--- src/design/pcs_pkg.sv ---
/*
 * Constants, field positions and carrier types of the configuration
 * command and status register. Assumes a clocked configuration access
 * port and bus event pulses on the same clock.
 */
// Function
// [RULE1] Bit 0 enables I/O decode; reset value taken from the I/O strap.
// [RULE2] Bit 1 enables memory decode; reset value taken from the memory strap.
// [RULE3] Bit 2 enables bus mastering, clear after reset; clear blocks initiator cycles.
// [RULE4] Bit 3 reads zero; special cycles are never answered.
// [RULE5] Bit 4 reads zero; master uses plain memory write only.
// [RULE6] Bit 5 reads zero; palette accesses are treated as ordinary.
// [RULE7] Bit 6 enables parity response; clear still records errors, without PERR#.
// [RULE8] Bit 7 reads zero; no address or data stepping.
// [RULE9] Bit 8 enables SERR#; address parity report needs bits 8 and 6.
// [RULE10] Bit 9 reads zero; master fast back-to-back only to one target.
// [RULE11] Reserved and unimplemented bits read as zero.
// [RULE12] Bit 20 reads one: capability list pointer at offset 34H.
// [RULE13] Bit 21 reads zero: 33MHz only.
// [RULE14] Bit 23 reads one; target accepts fast back-to-back from different agents.
// [RULE15] Bit 24 set on master parity error with response enabled; write one clears.
// [RULE16] Bits 26:25 read 01, medium device-select timing.
// [RULE17] Bit 27 set on signalled target abort; write one clears.
// [RULE18] Bit 28 set on received target abort as master; write one clears.
// [RULE19] Bit 29 set on master abort except special cycle; write one clears.
// [RULE20] Bit 30 set whenever SERR# is driven; software write clears; the code clears it only on a written one.
// [RULE21] Bit 31 set on any detected parity error; write one clears.
// [RULE22] Reached by configuration cycles at offset 04h with byte enables.
package pcs_pkg;

    // ************************************************************
    // Map and field positions
    // ************************************************************
    localparam logic [7:0] PCS_CMD_STAT_OFFSET = 8'h04;
    localparam int PCS_B_IO = 0;
    localparam int PCS_B_MEM = 1;
    localparam int PCS_B_BME = 2;
    localparam int PCS_B_PERR_RESP = 6;
    localparam int PCS_B_SERR_EN = 8;
    localparam int PCS_NFLAGS = 6;
    localparam logic [31:0] PCS_FIXED_READ = 32'h0290_0000;
    localparam logic [31:0] PCS_RESERVED_MASK = 32'h006f_feb8;
    localparam logic [31:0] PCS_FIXED_MASK = 32'h06f0_0000;
    localparam logic [1:0] PCS_DEVSEL_MEDIUM = 2'h1;
    localparam logic [31:0] PCS_DATA_ZERO = 32'h0000_0000;

    typedef enum {
        PCS_FLG_MDPE, PCS_FLG_STA, PCS_FLG_RTA, PCS_FLG_RMA, PCS_FLG_SSE, PCS_FLG_DPE
    } pcs_flag_t;

    // ************************************************************
    // Carriers
    // ************************************************************
    typedef struct packed {
        logic valid;
        logic write;
        logic [7:0] addr;
        logic [3:0] byte_en;
        logic [31:0] wdata;
    } pcs_cfg_req_t;

    typedef struct packed {
        logic master_data_perr;
        logic target_abort_sent;
        logic target_abort_rcvd;
        logic master_abort_rcvd;
        logic special_cycle;
        logic addr_parity_err;
        logic parity_err_detected;
    } pcs_bus_evt_t;

    typedef struct packed {
        logic io_space_en;
        logic mem_space_en;
        logic bus_master_en;
        logic special_cycle_monitor;
        logic mwi_allowed;
        logic palette_snoop;
        logic perr_resp_en;
        logic stepping_allowed;
        logic serr_en;
        logic fast_b2b_other_targets;
        logic accept_fast_b2b;
        logic [1:0] devsel_timing;
    } pcs_ctrl_t;

    // Status bit that each sticky flag occupies
    function automatic int pcs_flag_bit(input int idx);
        case (idx)
            PCS_FLG_MDPE: return 24;
            PCS_FLG_STA: return 27;
            PCS_FLG_RTA: return 28;
            PCS_FLG_RMA: return 29;
            PCS_FLG_SSE: return 30;
            default: return 31;
        endcase
    endfunction : pcs_flag_bit

    // Byte lane that carries a given bit
    function automatic int pcs_lane(input int b);
        return b / 8;
    endfunction : pcs_lane

endpackage : pcs_pkg

--- src/design/pcs_pin_sync.sv ---
/*
 * Two-stage synchroniser for static strap pins.
 * Assumes the pins are steady while reset is held.
 */
`timescale 1ns/100ps
module pcs_pin_sync #(
    parameter int WIDTH = 2
) (
    input wire logic i_core_clk,
    input wire logic [WIDTH-1:0] i_pin,
    output logic [WIDTH-1:0] o_q
);
    logic [WIDTH-1:0] meta;

    // No reset: the straps must be sampled while reset is still held
    always_ff @(posedge i_core_clk) begin
        meta <= i_pin;
        o_q <= meta;
    end
endmodule : pcs_pin_sync

--- src/design/pcs_sticky_flag.sv ---
/*
 * One hardware-set, write-one-to-clear status flag.
 * Assumes set and clear are single-clock pulses on the core clock.
 */
`timescale 1ns/100ps
module pcs_sticky_flag (
    input wire logic i_core_clk,
    input wire logic i_reset_n,
    input wire logic i_set,
    input wire logic i_clear,
    output logic o_flag
);
    // Set wins over a simultaneous clear so no event is lost
    always_ff @(posedge i_core_clk) begin
        if (!i_reset_n) begin
            o_flag <= 1'b0;
        end else if (i_set) begin
            o_flag <= 1'b1;
        end else if (i_clear) begin
            o_flag <= 1'b0;
        end
    end
endmodule : pcs_sticky_flag

--- src/design/pcs_command_status.sv ---
/*
 * Configuration command and status register with its control outputs,
 * event flags and SERR# driver.
 * Assumes bus interface logic on the same clock supplies one-cycle
 * event pulses and the configuration access port; straps are pins.
 */
`timescale 1ns/100ps
module pcs_command_status
    import pcs_pkg::*;
(
    input wire logic i_core_clk,
    input wire logic i_reset_n,
    input wire logic i_io_enable_default_strap,
    input wire logic i_memory_enable_default_strap,
    input wire pcs_cfg_req_t i_cfg,
    input wire pcs_bus_evt_t i_evt,
    output logic o_cfg_ack,
    output logic [31:0] o_cfg_rdata,
    output pcs_ctrl_t o_ctrl,
    output logic o_serr_n_out,
    output logic o_serr_n_oe
);

    // ************************************************************
    // Access decode
    // ************************************************************
    function automatic logic hits_reg(input pcs_cfg_req_t r);
        return r.valid && (r.addr[7:2] == PCS_CMD_STAT_OFFSET[7:2]);
    endfunction : hits_reg

    logic cfg_wr;
    logic cfg_rd;
    logic [1:0] strap_q;
    pcs_ctrl_t ctrl;
    logic [PCS_NFLAGS-1:0] flag;
    logic [PCS_NFLAGS-1:0] flag_set;
    logic [PCS_NFLAGS-1:0] flag_clr;
    logic serr_drive;
    logic [31:0] next_image;

    assign cfg_wr = hits_reg(i_cfg) && i_cfg.write; // RULE22
    assign cfg_rd = hits_reg(i_cfg) && !i_cfg.write; // RULE22

    pcs_pin_sync #(
        .WIDTH(2)
    ) u_strap_sync (
        .i_core_clk(i_core_clk),
        .i_pin({i_memory_enable_default_strap, i_io_enable_default_strap}),
        .o_q(strap_q)
    );

    // ************************************************************
    // Command half
    // ************************************************************
    // Straps are static; reset must be held for at least three edges
    // Hard-wired fields here too, so the struct has a single driver
    always_ff @(posedge i_core_clk) begin
        ctrl.special_cycle_monitor <= 1'b0; // RULE4
        ctrl.mwi_allowed <= 1'b0; // RULE5
        ctrl.palette_snoop <= 1'b0; // RULE6
        ctrl.stepping_allowed <= 1'b0; // RULE8
        ctrl.fast_b2b_other_targets <= 1'b0; // RULE10
        ctrl.accept_fast_b2b <= 1'b1; // RULE14
        ctrl.devsel_timing <= PCS_DEVSEL_MEDIUM; // RULE16
        if (!i_reset_n) begin
            ctrl.io_space_en <= strap_q[0]; // RULE1
            ctrl.mem_space_en <= strap_q[1]; // RULE2
            ctrl.bus_master_en <= 1'b0; // RULE3
            ctrl.perr_resp_en <= 1'b0; // RULE7
            ctrl.serr_en <= 1'b0; // RULE9
        end else if (cfg_wr) begin
            if (i_cfg.byte_en[pcs_lane(PCS_B_IO)]) begin
                ctrl.io_space_en <= i_cfg.wdata[PCS_B_IO]; // RULE1
                ctrl.mem_space_en <= i_cfg.wdata[PCS_B_MEM]; // RULE2
                ctrl.bus_master_en <= i_cfg.wdata[PCS_B_BME]; // RULE3
                ctrl.perr_resp_en <= i_cfg.wdata[PCS_B_PERR_RESP]; // RULE7
            end
            if (i_cfg.byte_en[pcs_lane(PCS_B_SERR_EN)]) begin
                ctrl.serr_en <= i_cfg.wdata[PCS_B_SERR_EN]; // RULE9
            end
        end
    end

    assign o_ctrl = ctrl;

    // ************************************************************
    // SERR# driver
    // ************************************************************
    // Open drain: only ever pulls low, for one clock per report
    always_ff @(posedge i_core_clk) begin
        if (!i_reset_n) begin
            serr_drive <= 1'b0;
        end else begin
            serr_drive <= i_evt.addr_parity_err && ctrl.serr_en && ctrl.perr_resp_en; // RULE9
        end
    end

    always_ff @(posedge i_core_clk) begin
        o_serr_n_out <= 1'b0;
    end

    assign o_serr_n_oe = serr_drive;

    // ************************************************************
    // Status flags
    // ************************************************************
    always_comb begin
        flag_set = '0;
        flag_set[PCS_FLG_MDPE] = i_evt.master_data_perr && ctrl.perr_resp_en; // RULE15
        flag_set[PCS_FLG_STA] = i_evt.target_abort_sent; // RULE17
        flag_set[PCS_FLG_RTA] = i_evt.target_abort_rcvd; // RULE18
        flag_set[PCS_FLG_RMA] = i_evt.master_abort_rcvd && !i_evt.special_cycle; // RULE19
        flag_set[PCS_FLG_SSE] = serr_drive; // RULE20
        flag_set[PCS_FLG_DPE] = i_evt.parity_err_detected; // RULE21
    end

    generate
        for (genvar g = 0; g < PCS_NFLAGS; g++) begin : g_flag
            assign flag_clr[g] = cfg_wr && i_cfg.byte_en[pcs_lane(pcs_flag_bit(g))]
                && i_cfg.wdata[pcs_flag_bit(g)];
            pcs_sticky_flag u_flag (
                .i_core_clk(i_core_clk),
                .i_reset_n(i_reset_n),
                .i_set(flag_set[g]),
                .i_clear(flag_clr[g]),
                .o_flag(flag[g])
            );
        end
    endgenerate

    // ************************************************************
    // Read path
    // ************************************************************
    always_comb begin
        next_image = PCS_FIXED_READ; // RULE11 RULE12 RULE13 RULE16
        next_image[PCS_B_IO] = ctrl.io_space_en;
        next_image[PCS_B_MEM] = ctrl.mem_space_en;
        next_image[PCS_B_BME] = ctrl.bus_master_en;
        next_image[PCS_B_PERR_RESP] = ctrl.perr_resp_en;
        next_image[PCS_B_SERR_EN] = ctrl.serr_en;
        for (int k = 0; k < PCS_NFLAGS; k++) begin
            next_image[pcs_flag_bit(k)] = flag[k];
        end
    end

    // Every request is answered next clock; unmapped reads return zero
    always_ff @(posedge i_core_clk) begin
        if (!i_reset_n) begin
            o_cfg_ack <= 1'b0;
            o_cfg_rdata <= PCS_DATA_ZERO;
        end else begin
            o_cfg_ack <= i_cfg.valid; // RULE22
            o_cfg_rdata <= cfg_rd ? next_image : PCS_DATA_ZERO; // RULE22
        end
    end
endmodule : pcs_command_status

--- config.mk ---
export PLATFORM = sky130hd
export DESIGN_NAME = pcs_command_status
export DESIGN_NICKNAME = d
export VERILOG_FILES = /design/src/design/pcs_pkg.sv /design/src/design/pcs_pin_sync.sv /design/src/design/pcs_sticky_flag.sv /design/src/design/pcs_command_status.sv
export SDC_FILE = /design/constraint.sdc
export NUM_CORES = 1
export LEC_CHECK = 0
export BUFFER_PORTS_ARGS = -buffer_cell sky130_fd_sc_hd__clkbuf_2
export CELL_PAD_IN_SITES_DETAIL_PLACEMENT = 0
export CELL_PAD_IN_SITES_GLOBAL_PLACEMENT = 1
export CORE_MARGIN = 1.5
export CORE_UTILIZATION = 25
export DETAILED_ROUTE_END_ITERATION = 8
export HOLD_SLACK_MARGIN = 0.12
export PLACE_DENSITY_LB_ADDON = 0.12
export SYNTH_ARGS = -nofsm -noshare
export SYNTH_HDL_FRONTEND = slang
export SYNTH_SLANG_ARGS = --single-unit
--- constraint.sdc ---
create_clock -name i_core_clk -period 1.6 [get_ports i_core_clk]
set_clock_uncertainty 0.2 [all_clocks]
set_input_delay 0.08 -clock i_core_clk [delete_from_list [all_inputs] [get_ports i_core_clk]]
set_output_delay 0.08 -clock i_core_clk [all_outputs]
set_load 0.02 [all_outputs]
[Yosys cells after proc, flatten, opt, wreduce, memory -nomap -nowiden]
Index checks and enable logic that the tools add are counted.
Cells by class
  $add $sub $neg: 0
  $mul: 0
  divide/modulo/power cells: 0
  order comparisons: 0
  equality and inequality tests: 3
  shifts and indexed selects: 0
  multiplexer cells: 16
  bitwise logic cells: 0
  reduce and logical (&&, ||, !) cells: 26
Operators by type and width (number)
  $mux W26: 1
  $logic_and A1 B1 Y1: 14
  $mux W1: 12
  $reduce_bool A2 Y1: 6
  $mux W3: 3
  $reduce_and A2 Y1: 4
  $eq A6 B1 Y1 const B: 1
  $ne A2 B1 Y1 const B: 2
  $logic_not A1 Y1: 2
Storage, ports and cells
  flip-flop bits (word level): 49
  latch bits: 0
  bits in writable memories: 0
  memory bits (read-only): 0
  memories kept: 0

[Logic depth before layout (Yosys ltp)]
Gate-level depths: netlist (run 1).
  depth in word-level cells: 7
  gate-level depth with buffers: 4
  mapped depth without buffers: 3

[By module]
From an unflattened synthesis (run 1), not the netlist that was laid out.
Unflattened totals
  cells, all modules: 118
  area total of the unflattened synthesis: 1273.7 sq um
Modules (own cells, without submodules)
  pcs_command_status: instances 1, cells an instance 96, area an instance 945.9 sq um, seq. area each 400.4 sq um
  pcs_sticky_flag: instances 6, cells an instance 3, area an instance 41.3 sq um, seq. area each 20.0 sq um
  pcs_pin_sync: instances 1, cells an instance 4, area an instance 80.1 sq um, seq. area each 80.1 sq um

[Least setup slack after synthesis (run 1)]
No wires, ideal clock.
  path type: input-to-reg
  from: in i_cfg[41] (netlist bit)
  to: reg ctrl, in the netlist o_ctrl[11] (enable)
  data arrival time: 744 ps
  required time: 1100 ps
  slack: 356 ps
  stages on the path: 3
  cells stage by stage: nor4_2 > nand3_1 > nand2_1
On the way
  longest elaborated chain between the ends: 5
Ends and longest elaborated chain
  start, declared: line pcs_command_status.sv:15  | input wire pcs_cfg_req_t i_cfg,
  $eq A6 B1 Y1: line pcs_command_status.sv:28  | return r.valid && (r.addr[7:2] == PCS_CMD_STAT_OFFSET[7:2]);
  $logic_and A1 B1 Y1: line pcs_command_status.sv:28
  $logic_and A1 B1 Y1: line pcs_command_status.sv:41  | assign cfg_wr = hits_reg(i_cfg) && i_cfg.write;
  $ne A2 B1 Y1 (no line)
  $reduce_and A2 Y1 (no line)
  end, declared: line pcs_command_status.sv:34  | pcs_ctrl_t ctrl;
No other way between the ends.
A chain may end at the register's enable or synchronous reset.

==> impl_metrics.py, run 1 <==
metrics = {
    "global_route": {
        "grt_pass1_wl_mm": 4.47,
        "number_of_antenna_violations_at_the_first_check_in_global_routing": 0,
        "globalRouteOverflowTotal": 0,
        "vias_in_the_first_global_route": 1050,
        "grtUsageTotal": 0.115,
        "grt_max_degree": 13,
    },
    "floorplanning": {
        "fp.coreArea_um2": 4470,
        "floorplan.die.height_um": 72.2,
        "floorplan.initialDensity": 0.268,
        "core.rowCount": 24,
        "boundaryPins": 105,
        "floorplan.die_area_um2": 5210,
        "die-width_um": 72.2,
    },
    "synthesis": {
        "synth_compound_gate_area_share": 0.0794,
        "yosys.area.top_type": "sky130_fd_sc_hd__dfxtp_1",
        "synth.ff_latch_count": 29,
        "ys_seq_area_frac": 0.502,
        "synth.cell_area_um2": 1200,
        "yosys.area.top_type_share": 0.451,
        "synth_edf_count": 2,
        "synthesis.area_per_instance_um2": 9.81,
        "dominant_combinational_cell_family_by_area_after_synthesis": "buffers and inverters",
        "yosys.area_share.xor_xnor": 0,
        "synth-simple-area-share": 0.183,
        "ys_dominant_reg_cell": "sky130_fd_sc_hd__dfxtp_1",
        "async_set_reset_flop_share_out_of_synthesis": 0,
        "yosys_warnings": 0,
        "netlist_top_cells_area": "sky130_fd_sc_hd__dfxtp_1 45%, sky130_fd_sc_hd__buf_4 19%, sky130_fd_sc_hd__and2_1 6.3%, sky130_fd_sc_hd__edfxtp_1 5.0%, sky130_fd_sc_hd__nand2_1 4.1%",
        "syn-instance-count": 122,
        "post_synth_fa_ha_maj_area_fraction": 0,
        "yosys-mux-area-fraction": 0.0167,
        "synthDistinctLibCells": 24,
    },
    "placed_design": {
        "port_buffers": 53,
        "gpl.final_weighted_congestion": 0.658,
        "dpl.cell_count": 222,
        "detailed_placement_hpwl_mm": 2.03,
    },
    "worst_hold_path": {
        "hold_end": "g_flag[0].u_flag.o_flag",
        "timing.hold.worst.start": "i_cfg[43]",
        "worst_hold_path.num_cells": 4,
        "holdCritPathClass": "input port to register",
    },
    "cts": {
        "clockBufferDepth": 2,
        "clock_insertion_delay_worst_skew_ns": 0.27,
        "clkSlewWorstSetupHoldPaths_ns": 0.06,
        "numCtsBuffers": 5,
        "cts_num_sinks": 29,
        "cts_setup_buffers": 0,
        "cts_tree": "built",
        "htreeDepth": 2,
        "cts_root_buffer": "sky130_fd_sc_hd__clkbuf_8",
    },
    "critical_path": {
        "worstReg2RegStart": "o_ctrl[6]",
        "r2r_cells": 3,
        "critPathCaptureType": "register",
        "worst-r2r-setup-slack_ns": 0.23,
        "startpoint_of_the_most_critical_setup_path": "i_reset_n",
        "worst_ep_required_time_ns": 1.59,
        "sort_of_element_at_the_start_of_the_critical_path": "input port",
        "critical_path_arrival_ns": 1.44,
        "worstSetupPathType": "input port to register",
        "crit_fanout": 11,
        "worstReg2RegEnd": "g_flag[0].u_flag.o_flag",
    },
    "pwr": {
        "clock_power_share": 0.368,
        "netSwitchingPower_w": 0.000386,
        "power_per_cell_area_nw_per_um2": 836,
        "static-leakage-power_nw": 0.903,
        "combPwrFrac": 0.140,
        "internal_power_w": 0.00114,
        "power.share.switching": 0.252,
        "post_route_total_power_w": 0.00153,
        "peakVddDrop_uv": 402,
        "sequential_cell_fraction_of_total_power": 0.493,
    },
    "route": {
        "wl_per_cell_um": 11.0,
        "drt_pre_antenna_iters": 5,
        "drt.antenna.violating_nets": 0,
        "vias": 1050,
        "drt_wl_total_mm": 2.90,
        "drc": 1,
        "vias_per_cell": 3.99,
        "dr.first_iter.drc_count": 8,
    },
    "sta": {
        "max_slew_vio_count": 0,
        "period_minus_slack_ns": 1.45,
        "achievable-frequency_ghz": 0.688,
        "setup-violations-final": 0,
        "final_hold_viol_count": 0,
        "fin_worst_hold_slack_ns": 0.102,
        "layout_worst_path_cycle_share": 0.908,
        "setup_total_neg_slack_ns": 0,
        "grt_setup_unrepaired": "no",
    },
    "run": {
        "timing.max_cap.violations": 0,
    },
    "finish": {
        "antenna_cells": 0,
        "final-instance-count-excl-fill": 263,
        "final_layout_size_suffix_gt1_frac": 0.313,
        "syn_to_final_growth_pct": 52.9,
        "nets": 267,
    },
    "run_status": {
        "violations": "DRC",
        "outcome": "finished with violations",
    },
}
final cells by class:
| cell class | instances | area (um^2) |
|---|---|---|
| clock buffer | 6 | 72.6 |
| tap | 52 | 65.1 |
| multi-input combinational | 80 | 449 |
| fill | 452 | 2640 |
| clock inverter | 2 | 10.0 |
| sequential | 29 | 601 |
| inverter | 6 | 22.5 |
| timing repair buffer | 88 | 611 |
through the flow:
step                      worst slack (ns)  utilization  instance area, um^2
after floorplan                      0.356            -                 1290
after global placement              0.0831        0.314                 1400
after detailed placement            0.0855        0.314                 1400
after CTS                           0.0536        0.406                 1820
after global routing                0.0441        0.409                 1830
final                                0.147        0.409                 1830
state kept, by name (all words and copies together) (netlist names):
name and count:
o_ctrl 5, u_strap_sync.meta 2, u_strap_sync.o_q 2, g_flag.u_flag.o_flag 6
o_cfg_rdata 12, o_cfg_ack 1, o_serr_n_oe 1
critical path, stage by stage:
cell	delay, ns
sky130_fd_sc_hd__clkbuf_2	0.09
sky130_fd_sc_hd__buf_4	0.16
sky130_fd_sc_hd__dlygate4sd3_1	0.76
sky130_fd_sc_hd__o21ai_0	0.15
sky130_fd_sc_hd__a41oi_1	0.19
layer usage:
layer	wire, um	share of wire	track usage	vias up
met4	34	0.012	0.0524	0
met5	0	0	0	-
met2	1480	0.51	0.205	52
met1	1150	0.40	0.116	468
met3	229	0.079	0.0472	4
li1	-	-	-	526
power groups by stage:
stage | logic (W) | clock network (W) | registers (W)
global route | 0.000231 | 0.000611 | 0.000755
CTS | 0.000209 | 0.000582 | 0.000753
global placement | 0.000145 | 0 | 0.000769
floorplan | 0.000134 | 0 | 0.000774
detailed placement | 0.000147 | 0 | 0.000769
finish | 0.000214 | 0.000562 | 0.000753
layout by cell type (no fill, tap or decap):
cell                             n
sky130_fd_sc_hd__o21ai_0         4
sky130_fd_sc_hd__and4b_1         1
sky130_fd_sc_hd__a41oi_1         4
sky130_fd_sc_hd__nand4b_1        1
sky130_fd_sc_hd__nor4_4          1
sky130_fd_sc_hd__mux2i_1         2
sky130_fd_sc_hd__clkbuf_8        5
sky130_fd_sc_hd__and2_1         12
sky130_fd_sc_hd__conb_1         27
sky130_fd_sc_hd__clkbuf_2       53
sky130_fd_sc_hd__o22ai_1         3
sky130_fd_sc_hd__inv_1           6
sky130_fd_sc_hd__clkbuf_1        1
sky130_fd_sc_hd__dfxtp_1        27
sky130_fd_sc_hd__buf_4           2
sky130_fd_sc_hd__nor3_1          2
sky130_fd_sc_hd__edfxtp_1        2
sky130_fd_sc_hd__and4_1          2
sky130_fd_sc_hd__nand3_1         1
sky130_fd_sc_hd__or4_4           1
sky130_fd_sc_hd__a41o_1          1
sky130_fd_sc_hd__nor2_4          1
sky130_fd_sc_hd__nand2_1        13
sky130_fd_sc_hd__clkinv_2        2
sky130_fd_sc_hd__nor2_1          1
sky130_fd_sc_hd__nand3_2         1
sky130_fd_sc_hd__a31oi_1         1
sky130_fd_sc_hd__o21ai_1         1
sky130_fd_sc_hd__dlygate4sd3_1  33
worst max path at each step:
stage	to	slack, ns	cells past startpoint
global route	g_flag[5].u_flag.o_flag	0.04	5
detailed placement	o_cfg_rdata[6]	0.09	4
CTS	o_ctrl[12]	0.05	5
floorplan	o_ctrl[11]	0.36	3
finish	g_flag[5].u_flag.o_flag	0.15	5
global placement	o_cfg_rdata[6]	0.08	4
cells by family after synthesis:
group                  Yosys count
AND/OR/NAND/NOR                 37
AO/OA/AOI/OAI                   14
buffers and inverters           38
multiplexers                     2
other                            2
flip-flops                      29
cell usage after synthesis, drive strengths merged, types with 3 or more instances:
library cell and n:
nand2 13, dfxtp 27, buf 30, inv 6, and2 12, o22ai 3
a41oi 4, o21ai 5
what timing repair did:
item	4_1_cts	5_1_grt
gates resized for setup	0	2
setup endpoints to repair	0	1
hold buffers	33	1
endpoints found under the hold margin	18	7
Power figures use the tool's default switching activity.
==> run 2: changes to the inputs <==
Settings changed: CORE_UTILIZATION 25 to 26, SYNTH_HIERARCHICAL set to 1.
==> run 2 against run 1 <==
Effect of this change:
- the run now ends clean
- via count fell by 5.6%
- final cell count increased by 4.9%
- synthesized area grew 6.4%
- global-route usage shrank 0.77 points
- count of clock-buffer cells in the layout fell by 1
- critical path type unchanged
- largest cell class unchanged
==> impl_metrics.py, run 2 <==
metrics = {
    "run_status": {
        "outcome": "finished clean",
    },
    "cts": {
        "cts_tree": "built",
        "clock_insertion_delay_worst_skew_ns": 0.27,
        "cts_root_buffer": "sky130_fd_sc_hd__clkbuf_8",
        "numCtsBuffers": 5,
        "htreeDepth": 2,
        "cts_setup_buffers": 0,
        "cts_num_sinks": 29,
        "clkSlewWorstSetupHoldPaths_ns": 0.06,
        "clockBufferDepth": 2,
    },
    "synthesis": {
        "synthesis.area_per_instance_um2": 10.8,
        "synthDistinctLibCells": 22,
        "netlist_top_cells_area": "sky130_fd_sc_hd__dfxtp_1 42%, sky130_fd_sc_hd__buf_4 17%, sky130_fd_sc_hd__and2_2 6.5%, sky130_fd_sc_hd__nor2b_4 6.5%, sky130_fd_sc_hd__edfxtp_1 4.7%",
        "ys_seq_area_frac": 0.472,
        "synth.top_cells.by_count": "29 x sky130_fd_sc_hd__buf_4, 27 x sky130_fd_sc_hd__dfxtp_1, 11 x sky130_fd_sc_hd__and2_2",
        "synth.cell_area_um2": 1270,
        "yosys.area.top_type": "sky130_fd_sc_hd__dfxtp_1",
        "post-synth-top-count-cell": "sky130_fd_sc_hd__buf_4",
        "synth_edf_count": 2,
        "ys_dominant_reg_cell": "sky130_fd_sc_hd__dfxtp_1",
        "syn-instance-count": 118,
        "synth.ff_latch_count": 29,
        "yosys_warnings": 6,
        "yosys.area.top_type_share": 0.424,
        "async_set_reset_flop_share_out_of_synthesis": 0,
    },
    "global_route": {
        "grtUsageTotal": 0.107,
        "number_of_antenna_violations_at_the_first_check_in_global_routing": 0,
        "globalRouteOverflowTotal": 0,
        "grt_pass1_wl_mm": 4.11,
        "grt_max_degree": 13,
        "vias_in_the_first_global_route": 904,
    },
    "worst_hold_path": {
        "hold_end": "o_ctrl[11]",
        "holdCritPathClass": "input port to register",
        "timing.hold.worst.start": "i_reset_n",
        "worst_hold_path.num_cells": 3,
    },
    "route": {
        "wl_per_cell_um": 9.47,
        "top_layer": "met4",
        "vias_per_cell": 3.59,
        "wl_met3_um": 188,
        "dr.first_iter.drc_count": 20,
        "drt-met1-wl_mm": 1.01,
        "drt_wl_total_mm": 2.61,
        "dr_wl_met2_mm": 1.38,
        "drt.antenna.violating_nets": 0,
        "drc": 0,
        "vias": 991,
        "drt_pre_antenna_iters": 4,
    },
    "critical_path": {
        "worst-r2r-setup-slack_ns": 0.23,
        "worstReg2RegEnd": "o_ctrl[4]",
        "worstReg2RegStart": "o_ctrl[4]",
        "sort_of_element_at_the_start_of_the_critical_path": "input port",
        "critPathCaptureType": "register",
        "worstSetupPathType": "input port to register",
        "worst_ep_required_time_ns": 1.57,
        "r2r_cells": 3,
        "critical_path_arrival_ns": 1.47,
        "crit_fanout": 1,
    },
    "finish": {
        "antenna_cells": 0,
        "layout.cells.most_common_list": "53 x sky130_fd_sc_hd__clkbuf_2, 34 x sky130_fd_sc_hd__dlygate4sd3_1, 27 x sky130_fd_sc_hd__conb_1, 27 x sky130_fd_sc_hd__dfxtp_1, 11 x sky130_fd_sc_hd__and2_2",
        "num-fill-cells": 491,
        "syn_to_final_growth_pct": 50.8,
        "final_layout_size_suffix_gt1_frac": 0.392,
        "nets": 265,
        "final-instance-count-excl-fill": 276,
        "layout_commonest_cell": "sky130_fd_sc_hd__clkbuf_2",
        "largest_register": "o_cfg_rdata",
        "utilization": 0.407,
        "flip_flop_count_of_the_largest_register_all_copies_and_words_added": 12,
    },
    "placed_design": {
        "port_buffers": 53,
        "dpl.cell_count": 234,
        "gpl.final_weighted_congestion": 0.633,
    },
    "sta": {
        "fin_worst_hold_slack_ns": 0.0786,
        "setup_total_neg_slack_ns": 0,
        "period_minus_slack_ns": 1.50,
        "layout_worst_path_cycle_share": 0.940,
        "max_slew_vio_count": 0,
        "final_hold_viol_count": 0,
        "achievable-frequency_ghz": 0.665,
        "grt_setup_unrepaired": "no",
        "setup-violations-final": 0,
    },
    "floorplanning": {
        "boundaryPins": 105,
        "floorplan.die_area_um2": 5330,
        "die-width_um": 73.0,
        "floorplan.die.height_um": 73.0,
        "core.rowCount": 25,
        "fp.coreArea_um2": 4720,
        "floorplan.initialDensity": 0.270,
    },
    "pwr": {
        "peakVddDrop_uv": 318,
        "static-leakage-power_nw": 0.958,
        "power_per_cell_area_nw_per_um2": 788,
    },
    "run": {
        "timing.max_cap.violations": 0,
    },
}
-- run 2: power breakdown --
part           switching (W)  total (W)  internal [W]
logic               0.000105   0.000210      0.000106
registers         0.00000573   0.000753      0.000748
clock network       0.000259   0.000551      0.000292
-- run 2: critical path, stage by stage --
cell and delay [ns]:
sky130_fd_sc_hd__dlygate4sd3_1 0.52, sky130_fd_sc_hd__clkbuf_2 0.09, sky130_fd_sc_hd__nor2b_1 0.04, sky130_fd_sc_hd__dlygate4sd3_1 0.56, sky130_fd_sc_hd__o21a_1 0.18
-- run 2: repair_timing --
| action | 4_1_cts | 5_1_grt |
|---|---|---|
| gates resized for setup | 0 | 0 |
| endpoints found under the hold margin | 18 | 0 |
| hold buffers | 35 | 0 |
| setup endpoints to repair | 0 | 1 |
-- run 2: per-stage QoR --
| step | worst slack [ns] | cell area, um^2 | total power [W] |
|---|---|---|---|
| after floorplan | 0.306 | 1370 | 0.000912 |
| after global placement | 0.0947 | 1500 | 0.000915 |
| after detailed placement | 0.0784 | 1500 | 0.000917 |
| after CTS | 0.0556 | 1930 | 0.00154 |
| after global routing | 0.0290 | 1920 | 0.00160 |
| final | 0.0953 | 1920 | 0.00151 |
-- run 2: layout make-up --
type / instances / area, um^2 / share of cell area
repair buffers: 89 / 621 / 0.323
well taps: 67 / 83.8 / 0.0436
clock inverters: 3 / 12.5 / 0.00651
flip-flops and latches: 29 / 601 / 0.313
multi-input cells: 81 / 527 / 0.274
inverters: 2 / 7.51 / 0.00391
clock buffers: 5 / 68.8 / 0.0358
-- run 2: kinds of logic after synthesis --
group | count (synthesis) | share of synthesized area
and+or+nand+nor | 43 | 0.265
buffers and inverters | 33 | 0.189
DFF | 29 | 0.472
AOI/OAI and AO/OA | 8 | 0.0452
muxes | 3 | 0.0236
other | 2 | 0.00590
-- run 2: layer usage --
metal | track usage | up-vias
met1 | 0.108 | 437
met4 | 0.0566 | 0
met5 | 0 | -
li1 | - | 501
met3 | 0.0359 | 2
met2 | 0.192 | 51
-- run 2: worst max path at each step --
stage              start                      end  slack, ns  cells after the start
2_1_floorplan  i_cfg[40]  g_flag[0].u_flag/o_flag       0.31                      5
3_3_place_gp   i_cfg[40]  g_flag[0].u_flag/o_flag       0.09                      6
3_5_place_dp   i_cfg[40]  g_flag[2].u_flag/o_flag       0.08                      6
4_1_cts         i_cfg[1]               o_ctrl[11]       0.06                      5
5_1_grt        i_cfg[39]          o_cfg_rdata[30]       0.03                      5
6_report        i_evt[2]  g_flag[3].u_flag/o_flag        0.1                      5
